[config.mk]
export PLATFORM = sky130hd
export DESIGN_NAME = ecd_dma
export DESIGN_NICKNAME = d
export VERILOG_FILES = /design/src/pkg/ecd_pkg.sv /design/src/ecd_dma.sv
export SDC_FILE = /design/constraint.sdc
export NUM_CORES = 2
export LEC_CHECK = 0
export ABC_AREA = 0
export BUFFER_PORTS_ARGS = -buffer_cell sky130_fd_sc_hd__clkbuf_2
export CORE_MARGIN = 5
export CORE_UTILIZATION = 57
export CTS_CLUSTER_SIZE = 30
export DETAILED_ROUTE_END_ITERATION = 7
export PLACE_DENSITY = 0.84
export SETUP_SLACK_MARGIN = 0.5
export SKIP_LAST_GASP = 1
export SYNTH_ARGS = -nofsm -noshare
export SYNTH_HDL_FRONTEND = slang
export SYNTH_SLANG_ARGS = --single-unit
[constraint.sdc]
create_clock -name ref_clk -period 53.6 [get_ports ref_clk]
set_input_delay 2.68 -clock ref_clk [delete_from_list [all_inputs] [get_ports ref_clk]]
set_output_delay 2.68 -clock ref_clk [all_outputs]
set_load 0.02 [all_outputs]
[src/pkg/ecd_pkg.sv]
// Purpose: Constants and types for the eight-channel DMA register block
// Assumes: APB slave, 32-bit data, one register per aligned word
// Notes: Channel x registers sit at ECD_CH_STRIDE * x plus a per-register offset
`default_nettype none
package ecd_pkg;
   localparam int ECD_NCH = 8;
   localparam logic [11:0] ECD_CH_STRIDE = 12'h020;
   localparam logic [4:0] ECD_OFF_CTRL = 5'h00;
   localparam logic [4:0] ECD_OFF_REQ = 5'h04;
   localparam logic [4:0] ECD_OFF_STA = 5'h08;
   localparam logic [4:0] ECD_OFF_STB = 5'h0c;
   localparam logic [4:0] ECD_OFF_PAD = 5'h10;
   localparam logic [4:0] ECD_OFF_CNT = 5'h14;
   localparam logic [11:0] ECD_OFF_COLL = 12'h100;
   localparam logic [15:0] ECD_RESET_VAL = 16'h0000;
   // Control and request field positions, register masks
   localparam int ECD_B_ON = 15;
   localparam int ECD_B_SIZE = 14;
   localparam int ECD_B_DIR = 13;
   localparam int ECD_B_HALF = 12;
   localparam int ECD_B_NULL = 11;
   localparam int ECD_B_AM = 4;
   localparam int ECD_B_FORCE = 15;
   localparam logic [15:0] ECD_CTRL_MASK = 16'hf833;
   localparam logic [15:0] ECD_REQ_MASK = 16'h007f;
   localparam logic [15:0] ECD_CNT_MASK = 16'h03ff;
   // Addressing modes
   localparam logic [1:0] ECD_AM_POSTINC = 2'b00;
   localparam logic [1:0] ECD_AM_NOINC = 2'b01;
   localparam logic [1:0] ECD_AM_PERIND = 2'b10;
   // Operating modes: bit 0 one-shot, bit 1 ping-pong
   localparam int ECD_M_ONESHOT = 0;
   localparam int ECD_M_PINGPONG = 1;
   typedef enum logic [2:0] {
      ECD_IDLE = 3'b001,
      ECD_READ = 3'b010,
      ECD_WRITE = 3'b100
   } ecd_state_type;
endpackage
`default_nettype wire

[src/ecd_dma.sv]
// Purpose: Eight-channel DMA register file and transfer engine (APB slave)
// Assumes: Single-cycle DMA RAM and peripheral ports; requests and collision inputs pass through two-flop synchronisers
// Notes: One transfer is serviced at a time, lowest channel first
// Functional notes
// - Eight channels, 16-bit registers, 10-bit count
// - Shared status register covers all channels
// - Bit 15 enables, bit 14 byte size
// - Bit 13 picks RAM-to-peripheral direction
// - Bit 12 half-block interrupt select
// - Bits 1-0 one-shot / ping-pong mode
// - Force bit starts one manual transfer
// - Force bit cleared only by hardware
// - Bits 6-0 pick request line 0-127
// - Primary RAM start offset
// - Secondary offset, used by ping-pong
// - Peripheral address register
// - Count plus one transfers, upper zero
// - Status 7-0 RAM collisions, clear-only
// - Per-channel interrupt on block or half
// - One-shot stops; continuous reloads; ping-pong alternates
`default_nettype none
module ecd_dma
   import ecd_pkg::*;
(
   input wire logic ref_clk,
   input wire logic rst,
   input wire logic psel,
   input wire logic penable,
   input wire logic pwrite,
   input wire logic [11:0] paddr,
   input wire logic [31:0] pwdata,
   output logic [31:0] prdata,
   output logic pready,
   output logic pslverr,
   input wire logic [127:0] periph_req,
   input wire logic [15:0] periph_ram_addr,
   input wire logic [7:0] periph_coll,
   input wire logic [7:0] ram_coll,
   output logic ram_en,
   output logic ram_we,
   output logic ram_byte,
   output logic [15:0] ram_addr,
   output logic [15:0] ram_wdata,
   input wire logic [15:0] ram_rdata,
   output logic per_en,
   output logic per_we,
   output logic [15:0] per_addr,
   output logic [15:0] per_wdata,
   input wire logic [15:0] per_rdata,
   output logic [7:0] chan_irq
);
   logic [15:0] ctrl_r [ECD_NCH];
   logic [15:0] req_r [ECD_NCH];
   logic [15:0] sta_r [ECD_NCH];
   logic [15:0] stb_r [ECD_NCH];
   logic [15:0] pad_r [ECD_NCH];
   logic [9:0] cnt_r [ECD_NCH];
   logic [9:0] done_r [ECD_NCH];
   logic [15:0] ofs_r [ECD_NCH];
   logic [7:0] pp_r;
   logic [7:0] pend_r;
   logic [7:0] stop_r;
   logic [15:0] coll_r;
   logic [127:0] req_s1_r, req_s2_r;
   logic [7:0] pc_s1_r, pc_s2_r, rc_s1_r, rc_s2_r;
   ecd_state_type state_r;
   logic [2:0] cur_r;

   // APB decode; zero-wait answer
   wire wr_acc = psel & penable & pwrite;
   wire [2:0] a_ch = paddr[7:5];
   wire a_chan = (paddr[11:8] == 4'h0) & (paddr[1:0] == 2'b00);
   wire [4:0] a_off = paddr[4:0];
   wire a_coll = (paddr == ECD_OFF_COLL);
   wire a_known = a_coll | (a_chan & (a_off <= ECD_OFF_CNT));
   wire [15:0] wd = pwdata[15:0];

   // Read value per address
   function automatic logic [15:0] rd_sel(input logic [4:0] off, input logic [2:0] ch,
                                          input logic cs);
      logic [15:0] v;
      v = 16'h0000;
      if (cs) v = coll_r;
      else case (off)
         ECD_OFF_CTRL: v = ctrl_r[ch];
         ECD_OFF_REQ: v = req_r[ch];
         ECD_OFF_STA: v = sta_r[ch];
         ECD_OFF_STB: v = stb_r[ch];
         ECD_OFF_PAD: v = pad_r[ch];
         ECD_OFF_CNT: v = {6'h00, cnt_r[ch]};
         default: v = 16'h0000;
      endcase
      return v;
   endfunction

   // Channel in service ignores its own trigger until its write is issued
   wire busy = (state_r != ECD_IDLE);
   // Software sets the force bit of the channel in its write cycle
   wire force_wr = wr_acc & pready & a_chan & (a_off == ECD_OFF_REQ) & (a_ch == cur_r) &
                   wd[ECD_B_FORCE];

   // Request sync and pending detection
   logic [7:0] trig;
   always_comb begin
      for (int i = 0; i < ECD_NCH; i++) begin
         trig[i] = ctrl_r[i][ECD_B_ON] & ~stop_r[i] &
                   ~(busy & (cur_r == 3'(i))) &
                   (req_r[i][ECD_B_FORCE] | req_s2_r[req_r[i][6:0]]);
      end
   end

   // Lowest pending channel wins
   logic [2:0] pick;
   logic any_pend;
   always_comb begin
      pick = 3'd0;
      any_pend = 1'b0;
      for (int i = ECD_NCH - 1; i >= 0; i--) begin
         if (pend_r[i]) begin
            pick = 3'(i);
            any_pend = 1'b1;
         end
      end
   end

   wire [15:0] cc = ctrl_r[cur_r];
   wire to_per = cc[ECD_B_DIR];
   wire [1:0] am = cc[ECD_B_AM +: 2];
   wire [15:0] start_ofs = (ctrl_r[pick][ECD_M_PINGPONG] & pp_r[pick]) ? stb_r[pick]
                                                                         : sta_r[pick];
   wire [15:0] cur_ram = (am == ECD_AM_PERIND) ? (ofs_r[cur_r] + periph_ram_addr)
                                               : ofs_r[cur_r];
   wire last = (done_r[cur_r] == cnt_r[cur_r]);
   wire half = (done_r[cur_r] == {1'b0, cnt_r[cur_r][9:1]});
   wire [15:0] step = cc[ECD_B_SIZE] ? 16'h0001 : 16'h0002;

   // APB outputs
   always_ff @(posedge ref_clk or posedge rst) begin
      if (rst) begin
         prdata <= 32'h00000000;
         pready <= 1'b0;
         pslverr <= 1'b0;
      end else begin
         pready <= psel & ~penable;
         pslverr <= psel & ~penable & ~a_known;
         prdata <= {16'h0000, rd_sel(a_off, a_ch, a_coll)};
      end
   end

   // Synchronisers
   always_ff @(posedge ref_clk or posedge rst) begin
      if (rst) begin
         req_s1_r <= '0;
         req_s2_r <= '0;
         pc_s1_r <= 8'h00;
         pc_s2_r <= 8'h00;
         rc_s1_r <= 8'h00;
         rc_s2_r <= 8'h00;
      end else begin
         req_s1_r <= periph_req;
         req_s2_r <= req_s1_r;
         pc_s1_r <= periph_coll;
         pc_s2_r <= pc_s1_r;
         rc_s1_r <= ram_coll;
         rc_s2_r <= rc_s1_r;
      end
   end

   // Collision flags: set wins over software clear
   always_ff @(posedge ref_clk or posedge rst) begin
      if (rst) coll_r <= ECD_RESET_VAL;
      else if (wr_acc & pready & a_coll)
         coll_r <= (coll_r & wd) | {pc_s2_r, rc_s2_r};
      else coll_r <= coll_r | {pc_s2_r, rc_s2_r};
   end

   // Register file and engine state
   always_ff @(posedge ref_clk or posedge rst) begin
      if (rst) begin
         for (int i = 0; i < ECD_NCH; i++) begin
            ctrl_r[i] <= ECD_RESET_VAL;
            req_r[i] <= ECD_RESET_VAL;
            sta_r[i] <= ECD_RESET_VAL;
            stb_r[i] <= ECD_RESET_VAL;
            pad_r[i] <= ECD_RESET_VAL;
            cnt_r[i] <= 10'h000;
            done_r[i] <= 10'h000;
            ofs_r[i] <= ECD_RESET_VAL;
         end
         pp_r <= 8'h00;
         pend_r <= 8'h00;
         stop_r <= 8'h00;
         state_r <= ECD_IDLE;
         cur_r <= 3'd0;
         ram_en <= 1'b0;
         ram_we <= 1'b0;
         ram_byte <= 1'b0;
         ram_addr <= 16'h0000;
         ram_wdata <= 16'h0000;
         per_en <= 1'b0;
         per_we <= 1'b0;
         per_addr <= 16'h0000;
         per_wdata <= 16'h0000;
         chan_irq <= 8'h00;
      end else begin
         pend_r <= pend_r | trig;
         chan_irq <= 8'h00;
         ram_en <= 1'b0;
         ram_we <= 1'b0;
         per_en <= 1'b0;
         per_we <= 1'b0;
         if (wr_acc & pready & a_chan) begin
            case (a_off)
               ECD_OFF_CTRL: begin
                  ctrl_r[a_ch] <= wd & ECD_CTRL_MASK;
                  stop_r[a_ch] <= 1'b0;
                  pp_r[a_ch] <= 1'b0;
                  done_r[a_ch] <= 10'h000;
                  ofs_r[a_ch] <= sta_r[a_ch];
               end
               ECD_OFF_REQ: // Force only settable by software
                  req_r[a_ch] <= (wd & ECD_REQ_MASK) |
                                 {wd[ECD_B_FORCE] | req_r[a_ch][ECD_B_FORCE], 15'h0000};
               ECD_OFF_STA: sta_r[a_ch] <= wd;
               ECD_OFF_STB: stb_r[a_ch] <= wd;
               ECD_OFF_PAD: pad_r[a_ch] <= wd;
               ECD_OFF_CNT: cnt_r[a_ch] <= wd[9:0];
               default: ;
            endcase
         end
         case (state_r)
            ECD_IDLE: begin
               if (any_pend) begin
                  cur_r <= pick;
                  pend_r[pick] <= 1'b0;
                  if (done_r[pick] == 10'h000) ofs_r[pick] <= start_ofs;
                  state_r <= ECD_READ;
               end
            end
            ECD_READ: begin
               if (to_per) begin
                  ram_en <= 1'b1;
                  ram_byte <= cc[ECD_B_SIZE];
                  ram_addr <= cur_ram;
               end else begin
                  per_en <= 1'b1;
                  per_addr <= pad_r[cur_r];
               end
               state_r <= ECD_WRITE;
            end
            ECD_WRITE: begin
               if (to_per) begin
                  per_en <= 1'b1;
                  per_we <= 1'b1;
                  per_addr <= pad_r[cur_r];
                  per_wdata <= ram_rdata;
               end else begin
                  ram_en <= 1'b1;
                  ram_we <= 1'b1;
                  ram_byte <= cc[ECD_B_SIZE];
                  ram_addr <= cur_ram;
                  ram_wdata <= per_rdata;
                  if (cc[ECD_B_NULL]) begin
                     per_en <= 1'b1;
                     per_we <= 1'b1;
                     per_addr <= pad_r[cur_r];
                     per_wdata <= 16'h0000;
                  end
               end
               if (am == ECD_AM_POSTINC) ofs_r[cur_r] <= ofs_r[cur_r] + step;
               // A force set by software in this cycle survives
               if (~force_wr) req_r[cur_r][ECD_B_FORCE] <= 1'b0;
               if (cc[ECD_B_HALF] & half) chan_irq[cur_r] <= 1'b1;
               if (last) begin
                  done_r[cur_r] <= 10'h000;
                  if (~cc[ECD_B_HALF]) chan_irq[cur_r] <= 1'b1;
                  if (cc[ECD_M_PINGPONG]) pp_r[cur_r] <= ~pp_r[cur_r];
                  if (cc[ECD_M_ONESHOT] & (~cc[ECD_M_PINGPONG] | pp_r[cur_r]))
                     stop_r[cur_r] <= 1'b1;
               end else begin
                  done_r[cur_r] <= done_r[cur_r] + 10'h001;
               end
               state_r <= ECD_IDLE;
            end
            default: state_r <= ECD_IDLE;
         endcase
      end
   end
endmodule
`default_nettype wire

==> results.txt <==
Vias = 52,900
Sequential cell area = 31,000 µm²
Simple-gate share of the synthesized area = 8.66%
WP buf/inv = 2
P&R area growth vs syn = 10.6%
Max Buffers Root-to-Sink = 3
Slowest cell on crit path = nor3_1
Placed Area = 67,000 µm²
Pwr/cell area = 27.3 nW/µm²
Tcrit/Tclk final = 11.7%
Ys Warns = 0
Post-DP HPWL = 138 mm
Tmin final = 6280 ps
Vias per Instance = 7.46
Routed Antenna Nets = 0
HP Class = reg -> reg
CP Cell Sequence = clkbuf_2, nor2b_1, and2_2, buf_4, a22o_1, a221oi_1, a31oi_1, or4_1, nor3_1, a21oi_1
Postcts setup bufs = 0
Iter 0 DRT Violations = 10,000
Clock sink count = 1,237
Synth Area in Adders = 0.412%
Largest family of logic cells by synthesized area = multiplexers
RSZ-0062 raised after global routing = no
Ports = 352
Die ar. = 120,000 µm²
Setup violators final = 0
CTS Hold Bufs = 0
Vias in the first global route = 53,000
All-layer global routing usage = 36.0%
Drt drc = 0
Maximum capacitance violations = 0
Clk Latency, worst-skew pair = 780 ps
GP Congestion = 1.00
Slew HR = 6.86%
CTS resizes = 0
Post-synthesis sequential area ratio = 48.1%
Main synth FF type = dfrtp_1
Pin count of the biggest net entering global routing = 184
Final slew viol count = 0
Startpoint Class = input port
Arr. time, crit path = 6880 ps
Layout fillers = 8,086
Final Cell Area = 71,200 µm²
Setup TNS = 0 ps
DP Cell Count = 6,857
Pre-antenna DRT Iters = 8
Synthesized area = 64,300 µm²
Crit end category = register
Clock skew = 82.5 ps
Hold slack = 343 ps
Max incr delay on CP = 860 ps
Syn avg cell area = 12.0 µm²
Final Hold Viols = 0
PnR Total Power = 1.94 mW
Overflow after GRT = 0
Static Leak = 30.8 nW
Port-buffer cells = 319
CP Class = in -> reg
Initial core utilization = 57.2%
Layout cells sized above 1 = 29.9%
Placeable core region = 112,000 µm²
Post-synth EDFFs = 0
Peak VDD IR = 0.0000400 V
Crit-path leading delay family = simple AND/OR/NAND/NOR gates
Yosys cell types = 91
CTS tree = yes
H-tree depth = 3
Die H = 346 µm
Post-synth ARST share = 100%
Status = complete, no violations
Post-Layout Cell Count = 7,087
Rows = 123
Worst EP required = 54,200 ps
Final nets = 5,742
Clk root buf = clkbuf_16
Initial antenna violation count = 12
Worst Path Max Fanout = 38
FF+latch count, synth = 1,237
Multi-input combinational cell area = 31,400 µm²
First-pass GRT wire length = 332 mm
Post-synthesis xor/xnor area fraction = 0.802%
Slew @ Worst Pin = 1390 ps
Mux contribution to synthesized area = 25.8%
F_max = 159 MHz
Total wire length = 222 mm
Die span in x = 346 µm
Compound-cell area share of the yosys netlist = 13.0%
Worst-path clk slew = 70 ps
DR WL/cell = 31.3 µm
Syn Inst Count = 5,346
TritonCTS buffer count = 121
-- layout make-up --
cell class              count  area share, %
inverters                  29          0.164
well taps                1500           2.64
clock inverters            59           1.07
repair buffers            449           3.66
multi-input cells        3643           44.2
flip-flops and latches   1237           43.5
clock buffers             166           4.72
diodes                      4         0.0141
-- synthesized netlist by cell type (19+ instances only) --
cell	instances	area, µm²
a21oi_1	100	500
a221oi_1	26	228
a22o_1	108	946
a22oi_1	239	1790
a2bb2oi_1	32	280
a31oi_1	49	307
a41oi_1	43	377
and2_1	19	119
buf_1	49	184
buf_2	50	250
buf_4	27	203
clkbuf_1	314	1180
dfrtp_1	1236	30900
inv_1	26	97.6
mux2_2	541	6090
mux2i_1	150	1500
mux4_2	398	8960
nand2_1	684	2570
nand2b_1	36	225
nand3_1	54	270
nand3b_1	19	143
nor2_1	288	1080
nor3_1	37	185
nor4_1	30	188
o211ai_1	31	233
o21ai_0	241	1210
o21ai_1	35	175
o221ai_1	93	815
o22ai_1	87	544
xnor2_1	38	333
xor2_1	19	166
-- flip-flops by register name (all words and copies together) (netlist names), 64 cells and up --
register,flops
ofs_r,128
pad_r,128
req_s1_r,128
req_s2_r,128
sta_r,128
stb_r,128
cnt_r,80
done_r,80
ctrl_r,72
req_r,64
-- through the flow --
step                      worst slack (ps)  utilization [%]
final                                47320             63.3
after global routing                 47350             63.3
after CTS                            47730             63.3
after detailed placement             47010             59.7
after global placement               47050             59.7
after floorplan                      16070                -
-- path summary, 6_finish.rpt --
path | startpoint | end | slack (ps) | depth (start not counted)
worst max-delay path | paddr[5] | prdata[1] | 47320 | 10
min in group asynchronous | rst | ofs_r[65] | 2070 | 2
worst max register to register | cur_r[0] | pp_r[4] | 47670 | 10
worst min register to register | req_s1_r[11] | req_s2_r[11] | 340 | 0
max in group asynchronous | rst | req_s1_r[105] | 48210 | 5
worst min-delay path | req_s1_r[11] | req_s2_r[11] | 340 | 0
-- metal layers --
| metal | vias up | wire length (µm) | global-route usage (%) |
|---|---|---|---|
| li1 | 20500 | - | - |
| met1 | 25800 | 71400 | 43.9 |
| met2 | 5184 | 96200 | 53.4 |
| met3 | 1397 | 34200 | 13.5 |
| met4 | 10 | 19800 | 24.8 |
| met5 | - | 63 | 0.118 |
-- placed cells by master, fill, tap and decap left out, types with 43 or more instances in the layout --
cell / synthesis / routed
clkbuf_16: 0 / 121
nand2_1: 684 / 684
a41oi_1: 43 / 43
nand3_1: 54 / 54
mux2i_1: 150 / 150
nor2_1: 288 / 281
o22ai_1: 87 / 87
dfrtp_1: 1236 / 1225
buf_4: 27 / 126
o221ai_1: 93 / 93
a22o_1: 108 / 108
mux4_2: 398 / 398
a22oi_1: 239 / 239
a31oi_1: 49 / 49
o21ai_0: 241 / 241
mux2_2: 541 / 541
clkbuf_2: 0 / 320
a21oi_1: 100 / 94
-- kinds of logic (layout without fill, tap and decap cells) --
kind of cell	count (synthesis)	count (layout)
AND/OR/NAND/NOR	1272	1272
XOR/XNOR	58	58
adder cells (fa/ha/maj)	20	20
AO/OA/AOI/OAI	1186	1186
other	1	20
buffers and inverters	481	703
multiplexers	1091	1091
flip-flops	1237	1237
-- power by group --
part / switching [mW] / internal (mW)
Clock: 0.388 / 0.500
Combinational: 0.0630 / 0.0302
Sequential: 0.0148 / 0.945
Total: 0.466 / 1.47
Note: power is estimated with default switching activity, not from simulation.
